<file path="src/hdl/ttl_pkg.sv">
// Notes on behaviour
// - Keyboard contacts become ASCII, even parity bit eight
// - Parity settled from sampled shift/control state
// - Take-character pulse starts serializing the character
// - Crystal bit timer paces every serialized bit
// - Serializer output drives the send data line
// - Received data line drives printer selector magnets
// - Printable keyboard characters increment line counter
// - Carriage return or new line clears counter
// - Keyboard backspace decrements line counter
// - Lamp lights at threshold, default eighty
// - Interface red selects red; panel/decode select black
// - RTS, DTR held high; RI, CTS held low
// - Data lines: spacing high, marking low
// - Control line high means on, low off
// - Internal levels inverted against the interface
// - On-line: send and receive paths independent
// - Grounded motor lead keeps motor running
// - Motor relay follows interface motor-on command
// - Counter reset extinguishes the line lamp
// - Force-black never overrides interface red request
// - Local mode loops send into receive path
//
// Shared constants and carriers of the terminal logic.
// Assumes one 10 MHz clock and interface pins already at logic level.
package ttl_pkg;

   localparam int unsigned TTL_CLK_HZ       = 10_000_000;
   localparam int unsigned TTL_BIT_RATE_BPS = 110;
   localparam int unsigned TTL_BIT_CYCLES   = TTL_CLK_HZ / TTL_BIT_RATE_BPS;
   localparam int unsigned TTL_STOP_BITS    = 2;
   localparam int unsigned TTL_LINE_LIMIT   = 80;
   localparam int unsigned TTL_CNT_W        = 7;

   // Character codes that steer the line counter
   localparam logic [6:0] TTL_CHR_BS    = 7'h08;
   localparam logic [6:0] TTL_CHR_LF    = 7'h0A;
   localparam logic [6:0] TTL_CHR_CR    = 7'h0D;
   localparam logic [6:0] TTL_CHR_SPACE = 7'h20;
   localparam logic [6:0] TTL_CHR_DEL   = 7'h7F;

   // Bit positions used by the shift and control encoding
   localparam int unsigned TTL_CASE_BIT  = 5;
   localparam int unsigned TTL_ALPHA_BIT = 6;
   localparam int unsigned TTL_SYM_BIT   = 4;

   // Interface line levels
   localparam logic TTL_EIA_ON    = 1'b1;
   localparam logic TTL_EIA_OFF   = 1'b0;
   localparam logic TTL_LOGIC_MARK = 1'b1;

   typedef struct packed {
      logic shift;
      logic ctrl;
   } ttl_mods_t;

   typedef struct packed {
      logic rts;
      logic cts;
      logic dtr;
      logic ri;
   } ttl_modem_t;

endpackage : ttl_pkg

</file>
<file path="src/hdl/ttl_top.sv">
// Logic of a keyboard send-receive printing terminal: keyboard encoder,
// serializer, line counter, printer feed, ribbon, motor and modem leads.
// Assumes all pins are at logic level and asynchronous to clk_i.
`timescale 1ns/1ps
`default_nettype none
module ttl_top #(
   parameter int unsigned BIT_CYCLES = ttl_pkg::TTL_BIT_CYCLES,
   parameter int unsigned STOP_BITS  = ttl_pkg::TTL_STOP_BITS,
   parameter int unsigned LINE_LIMIT = ttl_pkg::TTL_LINE_LIMIT
) (
   input  wire logic              clk_i,
   input  wire logic              rst_i,
   // Keyboard side
   input  wire logic [6:0]        key_contacts_i,
   input  wire logic              shift_key_i,
   input  wire logic              control_modifier_key_i,
   input  wire logic              mods_sample_i,
   input  wire logic              take_char_i,
   // Panel and typing unit
   input  wire logic              local_mode_i,
   input  wire logic              force_black_switch_i,
   input  wire logic              stunt_red_i,
   input  wire logic              motor_off_switch_i,
   input  wire logic              maintenance_on_i,
   // Interface leads, interface polarity
   input  wire logic              received_data_i,
   input  wire logic              motor_ctl_ground_i,
   input  wire logic              ribbon_red_ground_i,
   output logic                   send_data_o,
   output ttl_pkg::ttl_modem_t    modem_o,
   // Outputs to the set
   output logic                   printer_magnet_o,
   output logic                   ribbon_red_o,
   output logic                   motor_relay_o,
   output logic                   line_full_lamp_o,
   output logic [ttl_pkg::TTL_CNT_W-1:0] line_count_o,
   output logic [7:0]             last_char_o,
   output logic                   tx_busy_o
);
   import ttl_pkg::*;

   initial begin
      if (LINE_LIMIT < 1 || LINE_LIMIT >= (1 << TTL_CNT_W)) begin
         $error("ttl_top: LINE_LIMIT does not fit the line counter");
      end
      if (BIT_CYCLES < 2 || STOP_BITS < 1) begin
         $error("ttl_top: bit period or stop count too small");
      end
   end

   localparam logic [TTL_CNT_W-1:0] LIMIT = TTL_CNT_W'(LINE_LIMIT);
   // Count saturates rather than wrapping, so a runaway line keeps the lamp lit
   localparam logic [TTL_CNT_W-1:0] CNT_MAX = '1;

   ////////////////////////////////////////////////////////////////////////
   // Functions

   // Modifier keys act on the raw contact pattern
   function automatic logic [6:0] encode_key(input logic [6:0] raw,
                                             input ttl_mods_t mods);
      logic [6:0] c;
      c = raw;
      if (mods.shift) begin
         if (c[TTL_ALPHA_BIT]) begin
            c[TTL_CASE_BIT] = 1'b0;
         end else if (c[TTL_CASE_BIT]) begin
            c[TTL_SYM_BIT] = ~c[TTL_SYM_BIT];
         end
      end
      if (mods.ctrl) begin
         c[TTL_ALPHA_BIT] = 1'b0;
         c[TTL_CASE_BIT]  = 1'b0;
      end
      return c;
   endfunction : encode_key

   function automatic logic even_parity(input logic [6:0] c);
      return ^c;
   endfunction : even_parity

   // Printable codes advance the carriage; space counts as one
   function automatic logic is_printable(input logic [6:0] c);
      return (c >= TTL_CHR_SPACE) && (c != TTL_CHR_DEL);
   endfunction : is_printable

   ////////////////////////////////////////////////////////////////////////
   // Pin synchronisers

   localparam int unsigned SYNC_W = 7 + 7;

   // Motor and red leads idle open (high); resetting them low would run the
   // motor and shift to red for two cycles after every reset
   localparam logic [SYNC_W-1:0] SYNC_IDLE = SYNC_W'(2'h3);

   logic [SYNC_W-1:0] sync1_q, sync2_q;
   logic [SYNC_W-1:0] pins;

   // The contact word crosses bit by bit with no handshake: it is settled
   // well before the take contact closes, and is read only on that edge
   assign pins = {key_contacts_i, shift_key_i, control_modifier_key_i,
                  mods_sample_i, take_char_i, received_data_i,
                  motor_ctl_ground_i, ribbon_red_ground_i};

   // Control-panel levels ride on a separate two-stage chain below
   logic [4:0] pan1_q, pan2_q;

   always_ff @(posedge clk_i or posedge rst_i) begin
      if (rst_i) begin
         sync1_q <= SYNC_IDLE;
         sync2_q <= SYNC_IDLE;
         pan1_q  <= '0;
         pan2_q  <= '0;
      end else begin
         sync1_q <= pins;
         sync2_q <= sync1_q;
         pan1_q  <= {local_mode_i, force_black_switch_i, stunt_red_i,
                     motor_off_switch_i, maintenance_on_i};
         pan2_q  <= pan1_q;
      end
   end

   // Synchronised copies; nothing reads the first stage
   logic [6:0] contacts_s;
   logic       shift_s;
   logic       ctrl_s;
   logic       sample_s;
   logic       take_s;
   logic       rxd_s;
   logic       motor_gnd_s;
   logic       red_gnd_s;
   logic       local_s;
   logic       black_s;
   logic       stunt_red_s;
   logic       motor_off_s;
   logic       maint_s;

   assign {contacts_s, shift_s, ctrl_s, sample_s, take_s, rxd_s,
           motor_gnd_s, red_gnd_s} = sync2_q;
   assign {local_s, black_s, stunt_red_s, motor_off_s, maint_s} = pan2_q;

   ////////////////////////////////////////////////////////////////////////
   // Keyboard encoder

   ttl_mods_t  mods_q, mods_d;
   logic       sample_prev_q;
   logic       take_prev_q;
   logic [7:0] char_q, char_d;
   logic       start_q, start_d;
   logic       sample_rise;
   logic       take_rise;
   logic       ser_busy;
   logic [6:0] code;

   // Edge detectors reset to the idle low level of their pins: no false take
   assign sample_rise = sample_s & ~sample_prev_q;
   assign take_rise   = take_s & ~take_prev_q;

   always_comb begin
      mods_d  = mods_q;
      char_d  = char_q;
      start_d = 1'b0;
      // Latched modifiers, not the live keys, shape the code
      code    = encode_key(contacts_s, mods_q);
      // Modifiers are frozen before the character is read, so a modifier
      // pressed late cannot flip parity mid-character
      if (sample_rise) begin
         mods_d.shift = shift_s;
         mods_d.ctrl  = ctrl_s;
      end
      // A take while the serializer is busy is dropped; the keyboard
      // mechanism paces characters well below the line rate
      if (take_rise && !ser_busy) begin
         char_d  = {even_parity(code), code};
         start_d = 1'b1;
      end
   end

   always_ff @(posedge clk_i or posedge rst_i) begin
      if (rst_i) begin
         mods_q        <= '0;
         sample_prev_q <= 1'b0;
         take_prev_q   <= 1'b0;
         char_q        <= '0;
         start_q       <= 1'b0;
      end else begin
         mods_q        <= mods_d;
         sample_prev_q <= sample_s;
         take_prev_q   <= take_s;
         char_q        <= char_d;
         start_q       <= start_d;
      end
   end

   ////////////////////////////////////////////////////////////////////////
   // Serializer and send line

   logic tx_line;

   // The serializer owns the crystal bit timer; a bit lasts BIT_CYCLES clocks
   ttl_serializer #(
      .BIT_CYCLES (BIT_CYCLES),
      .STOP_BITS  (STOP_BITS)
   ) u_ser (
      .clk_i   (clk_i),
      .rst_i   (rst_i),
      .start_i (start_q),
      .data_i  (char_q),
      .busy_o  (ser_busy),
      .line_o  (tx_line)
   );

   logic send_q, send_d;

   always_comb begin
      // Interface data is inverted: mark low, space high
      send_d = ~tx_line;
      if (local_s) begin
         send_d = ~TTL_LOGIC_MARK;
      end
   end

   ////////////////////////////////////////////////////////////////////////
   // Receive path to the printer

   logic magnet_q, magnet_d;

   always_comb begin
      // On line the receive path never looks at the send path
      magnet_d = ~rxd_s;
      if (local_s) begin
         magnet_d = tx_line;
      end
   end

   always_ff @(posedge clk_i or posedge rst_i) begin
      if (rst_i) begin
         // Both lines rest at mark: reset sends no break and prints nothing
         send_q   <= ~TTL_LOGIC_MARK;
         magnet_q <= TTL_LOGIC_MARK;
      end else begin
         send_q   <= send_d;
         magnet_q <= magnet_d;
      end
   end

   ////////////////////////////////////////////////////////////////////////
   // Line character counter and lamp

   logic [TTL_CNT_W-1:0] cnt_q, cnt_d;
   logic                 lamp_q, lamp_d;
   logic [6:0]           cc;

   always_comb begin
      cnt_d  = cnt_q;
      lamp_d = lamp_q;
      cc     = char_q[6:0];
      if (start_q) begin
         if (cc == TTL_CHR_CR || cc == TTL_CHR_LF) begin
            cnt_d = '0;
         end else if (cc == TTL_CHR_BS) begin
            if (cnt_q != '0) begin
               cnt_d = cnt_q - 1'b1;
            end
         end else if (is_printable(cc) && cnt_q != CNT_MAX) begin
            cnt_d = cnt_q + 1'b1;
         end
      end
      // Decoded from the next count so lamp and count move together
      lamp_d = (cnt_d >= LIMIT);
   end

   always_ff @(posedge clk_i or posedge rst_i) begin
      if (rst_i) begin
         cnt_q  <= '0;
         lamp_q <= 1'b0;
      end else begin
         cnt_q  <= cnt_d;
         lamp_q <= lamp_d;
      end
   end

   ////////////////////////////////////////////////////////////////////////
   // Ribbon colour

   logic red_q, red_d;

   always_comb begin
      // Interface red always wins; the panel only blocks stunt-box red
      red_d = ~red_gnd_s | (stunt_red_s & ~black_s);
   end

   always_ff @(posedge clk_i or posedge rst_i) begin
      if (rst_i) begin
         red_q <= 1'b0;
      end else begin
         red_q <= red_d;
      end
   end

   ////////////////////////////////////////////////////////////////////////
   // Motor relay and modem leads

   logic motor_q, motor_d;
   logic motor_cmd;

   // A grounded lead reads low at logic level and means on
   assign motor_cmd = ~motor_gnd_s;

   always_comb begin
      // Local mode parks the motor lead; only maintenance runs the motor then
      motor_d = (motor_cmd & ~motor_off_s & ~local_s) | maint_s;
   end

   always_ff @(posedge clk_i or posedge rst_i) begin
      if (rst_i) begin
         motor_q <= 1'b0;
      end else begin
         motor_q <= motor_d;
      end
   end

   // Fixed leads: request and ready high, ring and clear low
   assign modem_o.rts = TTL_EIA_ON;
   assign modem_o.dtr = TTL_EIA_ON;
   assign modem_o.ri  = TTL_EIA_OFF;
   assign modem_o.cts = TTL_EIA_OFF;

   ////////////////////////////////////////////////////////////////////////
   // Outputs

   assign send_data_o      = send_q;
   assign printer_magnet_o = magnet_q;
   assign ribbon_red_o     = red_q;
   assign motor_relay_o    = motor_q;
   assign line_full_lamp_o = lamp_q;
   assign line_count_o     = cnt_q;
   assign last_char_o      = char_q;
   assign tx_busy_o        = ser_busy;

endmodule : ttl_top
`default_nettype wire

</file>
<file path="src/hdl/ttl_serializer.sv">
// Asynchronous character serializer with its own crystal bit timer.
// Assumes start_i is a one-cycle pulse on the same clock.
`timescale 1ns/1ps
`default_nettype none
module ttl_serializer #(
   parameter int unsigned BIT_CYCLES = ttl_pkg::TTL_BIT_CYCLES,
   parameter int unsigned STOP_BITS  = ttl_pkg::TTL_STOP_BITS
) (
   input  wire logic       clk_i,
   input  wire logic       rst_i,
   input  wire logic       start_i,
   input  wire logic [7:0] data_i,
   output logic            busy_o,
   output logic            line_o
);
   import ttl_pkg::*;

   localparam int unsigned FRAME_W = 1 + 8 + STOP_BITS;
   localparam int unsigned TMR_W   = $clog2(BIT_CYCLES + 1);
   localparam int unsigned IDX_W   = $clog2(FRAME_W + 1);

   initial begin
      if (BIT_CYCLES < 2 || STOP_BITS < 1) begin
         $error("ttl_serializer: bit period or stop count too small");
      end
   end

   logic [FRAME_W-1:0] shift_q, shift_d;
   logic [TMR_W-1:0]   tmr_q, tmr_d;
   logic [IDX_W-1:0]   left_q, left_d;
   logic               line_q, line_d;

   always_comb begin
      shift_d = shift_q;
      tmr_d   = tmr_q;
      left_d  = left_q;
      line_d  = line_q;
      if (left_q == '0) begin
         line_d = TTL_LOGIC_MARK;
         if (start_i) begin
            // Stops, data LSB first, start bit low
            shift_d = {{STOP_BITS{TTL_LOGIC_MARK}}, data_i, ~TTL_LOGIC_MARK};
            left_d  = IDX_W'(FRAME_W);
            tmr_d   = TMR_W'(BIT_CYCLES - 1);
            line_d  = ~TTL_LOGIC_MARK;
         end
      end else if (tmr_q == '0) begin
         left_d = left_q - 1'b1;
         tmr_d  = TMR_W'(BIT_CYCLES - 1);
         shift_d = {TTL_LOGIC_MARK, shift_q[FRAME_W-1:1]};
         line_d  = (left_q == IDX_W'(1)) ? TTL_LOGIC_MARK : shift_q[1];
      end else begin
         tmr_d = tmr_q - 1'b1;
      end
   end

   always_ff @(posedge clk_i or posedge rst_i) begin
      if (rst_i) begin
         shift_q <= '1;
         tmr_q   <= '0;
         left_q  <= '0;
         line_q  <= TTL_LOGIC_MARK;
      end else begin
         shift_q <= shift_d;
         tmr_q   <= tmr_d;
         left_q  <= left_d;
         line_q  <= line_d;
      end
   end

   assign busy_o = (left_q != '0);
   assign line_o = line_q;

endmodule : ttl_serializer
`default_nettype wire

</file>
<file path="config.mk">
export PLATFORM = sky130hd
export DESIGN_NAME = ttl_top
export DESIGN_NICKNAME = d
export VERILOG_FILES = /design/src/hdl/ttl_pkg.sv /design/src/hdl/ttl_top.sv /design/src/hdl/ttl_serializer.sv
export SDC_FILE = /design/constraint.sdc
export NUM_CORES = 1
export LEC_CHECK = 0
export BUFFER_PORTS_ARGS = -buffer_cell sky130_fd_sc_hd__buf_4
export CORE_AREA = 2 2 104 106
export DETAILED_ROUTE_END_ITERATION = 8
export DIE_AREA = 0 0 106 108
export SYNTH_ARGS = -nofsm -noshare
export SYNTH_HDL_FRONTEND = slang
export SYNTH_SLANG_ARGS = --single-unit
</file>
<file path="constraint.sdc">
create_clock -name clk_i -period 3.2 [get_ports clk_i]
set_clock_uncertainty 0.15 [all_clocks]
set_input_delay 0.32 -clock clk_i [delete_from_list [all_inputs] [get_ports clk_i]]
set_output_delay 0.32 -clock clk_i [all_outputs]
set_load 0.005 [all_outputs]
</file>
==> out/metrics.cfg <==
[setup_path]
crit_slowest_cell=nor2_1
rrSetupSlack_ps=640
worstPathCellList=inv_1 -> ha_1 -> and2_1 -> inv_1 -> nor2_1 -> buf_4 -> a21oi_1 -> o21a_1
slowest_delay_ps=460
cp_num_buf_inv=3
crit_type=reg -> reg
cp.required_ps=3300
critical-path-top-delay-family=simple AND/OR/NAND/NOR gates
start_kind=flip-flop
cp_max_fo=13
cp.arrival_ps=2660
crit_path_end_kind=flip-flop
crit_top_cell=inv_1

[run]
drv_cap=0

[global_route]
grt_overflow=0
grt_antenna_before_repair=0
grt_pass1_wl_um=13200
grt_pass1_vias=2812
grt_max_degree=51
track_usage_pct=14.5

[pwr]
power_density_mw_per_mm2=688
total_power_w=0.00335
leakage_nw=2.10
max-vdd-ir-drop_mv=0.377

[synth]
synth_edf_count=0
ys.flop_type=dfrtp_1
synth.yosys.seq_area_share_pct=58.2
syn_area_per_cell_um2=11.4
synthArstFlopShare_pct=100
yosys_register_bits=93
netlist_instances=352
syn_area_mm2=0.00403
ys_types=65
yosysWarnings=0

[final_layout]
layout.nets=443
antennaDiodeCount=0
drive_gt1_share_pct=26.1
syn_to_final_growth_pct=20.9

[drt]
vias=2853
highest_layer=met4
met2_length_um=3650
met3_length_um=218
first_iter_violations=147
drt_pass1_iterations=4
detail-route-antenna-nets=0
viasPerCell=5.12
post_drt_wl_per_cell_um=13.8
drc=0
wl_um=7680
wl_met1_um=3700

[run_status]
status=finished clean

[timing]
min_period_ps=2560
fin_setup_tns_ps=0
rsz0062_at_grt=false
slew_headroom_pct=50.8
tightestPinTransition_ps=737
drv_slew=0
period_share_pct=80.0
setup_viol=0
clock.fmax_mhz=390
hold_viol=0

[min_path]
worstHoldPathType=reg -> reg

[clock_network]
cts_buffers=9
cts_buffer_depth=2
root_buffer=clkbuf_8
cts_tree=built
cts_resized=0
clk_pin_slew_ps=100
cts_sinks=93
clock_latency_ps=360
htreeDepth=3

[floorplanning]
io_pins=46
die_area_mm2=0.0114
die_h_um=108
start_util_pct=39.4
row_count=37
die_w_um=106
coreArea_mm2=0.0102

[placed_design]
gp_congestion=0.845
port_buffers=41
hpwl_um=5170

[per-layer routing]
metal	vias to the layer above	track usage, %
li1	1390	-
met1	1402	19.7
met2	54	23.4
met3	7	2.11
met4	0	6.02
met5	-	0
[synth_stat cells, types with 7 or more instances]
cell | count | area, µm²
a21oi_1 | 14 | 70.1
o21ai_0 | 25 | 125
dfrtp_1 | 79 | 1980
inv_1 | 17 | 63.8
o221a_2 | 7 | 78.8
nor3_1 | 8 | 40.0
xnor2_1 | 8 | 70.1
clkbuf_1 | 8 | 30.0
mux2_2 | 9 | 101
nor2_1 | 17 | 63.8
or3_1 | 14 | 87.6
dfstp_2 | 14 | 368
nand2_1 | 28 | 105
[cell usage in the layout (no fill, tap or decap), drive strengths merged, types with 14 or more instances in the layout]
cell          n
a21oi        15
buf          46
dfrtp        79
dfstp        14
dlygate4sd3  20
inv          21
nand2        29
nor2         18
o21ai        28
or3          14
[per-stage QoR]
stage / instance area, µm² / hold slack, ps / setup WS, ps / cells / utilization, %
6_report: 4870 / 204 / 639 / 557 / 47.6
5_1_grt: 4870 / 211 / 415 / 557 / 47.6
4_1_cts: 4870 / 207 / 605 / 557 / 47.6
3_5_place_dp: 4490 / 185 / 633 / 521 / 43.8
3_3_place_gp: 4490 / 182 / 613 / 521 / 43.8
2_1_floorplan: 4040 / 174 / 333 / 354 / -
[power by group]
part           switching, W  internal [W]  total (W)
logic              0.000392      0.000441   0.000833
clock network      0.000439      0.000302   0.000741
registers          0.000309       0.00147    0.00178
[worst paths after layout]
kind / from / to / cells after the start
worst max-delay path: u_ser.left_q[0]$_DFFE_PP0P_ / u_ser.tmr_q[14]$_DFFE_PP0P_ / 8
worst min-delay path: sync1_q[2]$_DFF_PP0_ / sync2_q[2]$_DFF_PP0_ / 0
worst max register to register: u_ser.left_q[0]$_DFFE_PP0P_ / u_ser.tmr_q[14]$_DFFE_PP0P_ / 8
worst min register to register: sync1_q[2]$_DFF_PP0_ / sync2_q[2]$_DFF_PP0_ / 0
max in group asynchronous: rst_i / u_ser.shift_q[1]$_DFFE_PP1P_ / 4
min in group asynchronous: rst_i / pan1_q[4]$_DFF_PP0_ / 3
[cell type report]
type	count	area, µm²
clock buffers	9	124
inverters	17	65.1
fillers	918	5360
repair buffers	66	558
flip-flops and latches	93	2340
clock inverters	7	62.6
well taps	136	170
multi-input cells	229	1550
[registers in the layout (all words and copies together), names as in the netlist, 2 cells and up]
register,cells
u_ser.tmr_q,17
sync1_q,14
sync2_q,14
last_char_o,8
u_ser.shift_q,8
line_count_o,7
pan1_q,5
pan2_q,5
u_ser.left_q,4
mods_q,2
[kinds of logic after synthesis]
logic type | Yosys count | synth area share, %
mux | 14 | 3.88
flops | 93 | 58.2
other cells | 2 | 0.186
simple gates | 110 | 15.7
compound gates | 83 | 14.0
buf+inv | 32 | 3.60
fa+ha+maj | 6 | 1.86
xor+xnor | 12 | 2.61
[what timing repair did]
action                    CTS  global route
hold buffers               20             0
setup buffers               0             0
hold endpoints to repair   56             0
(Power assumes the default switching activity.)
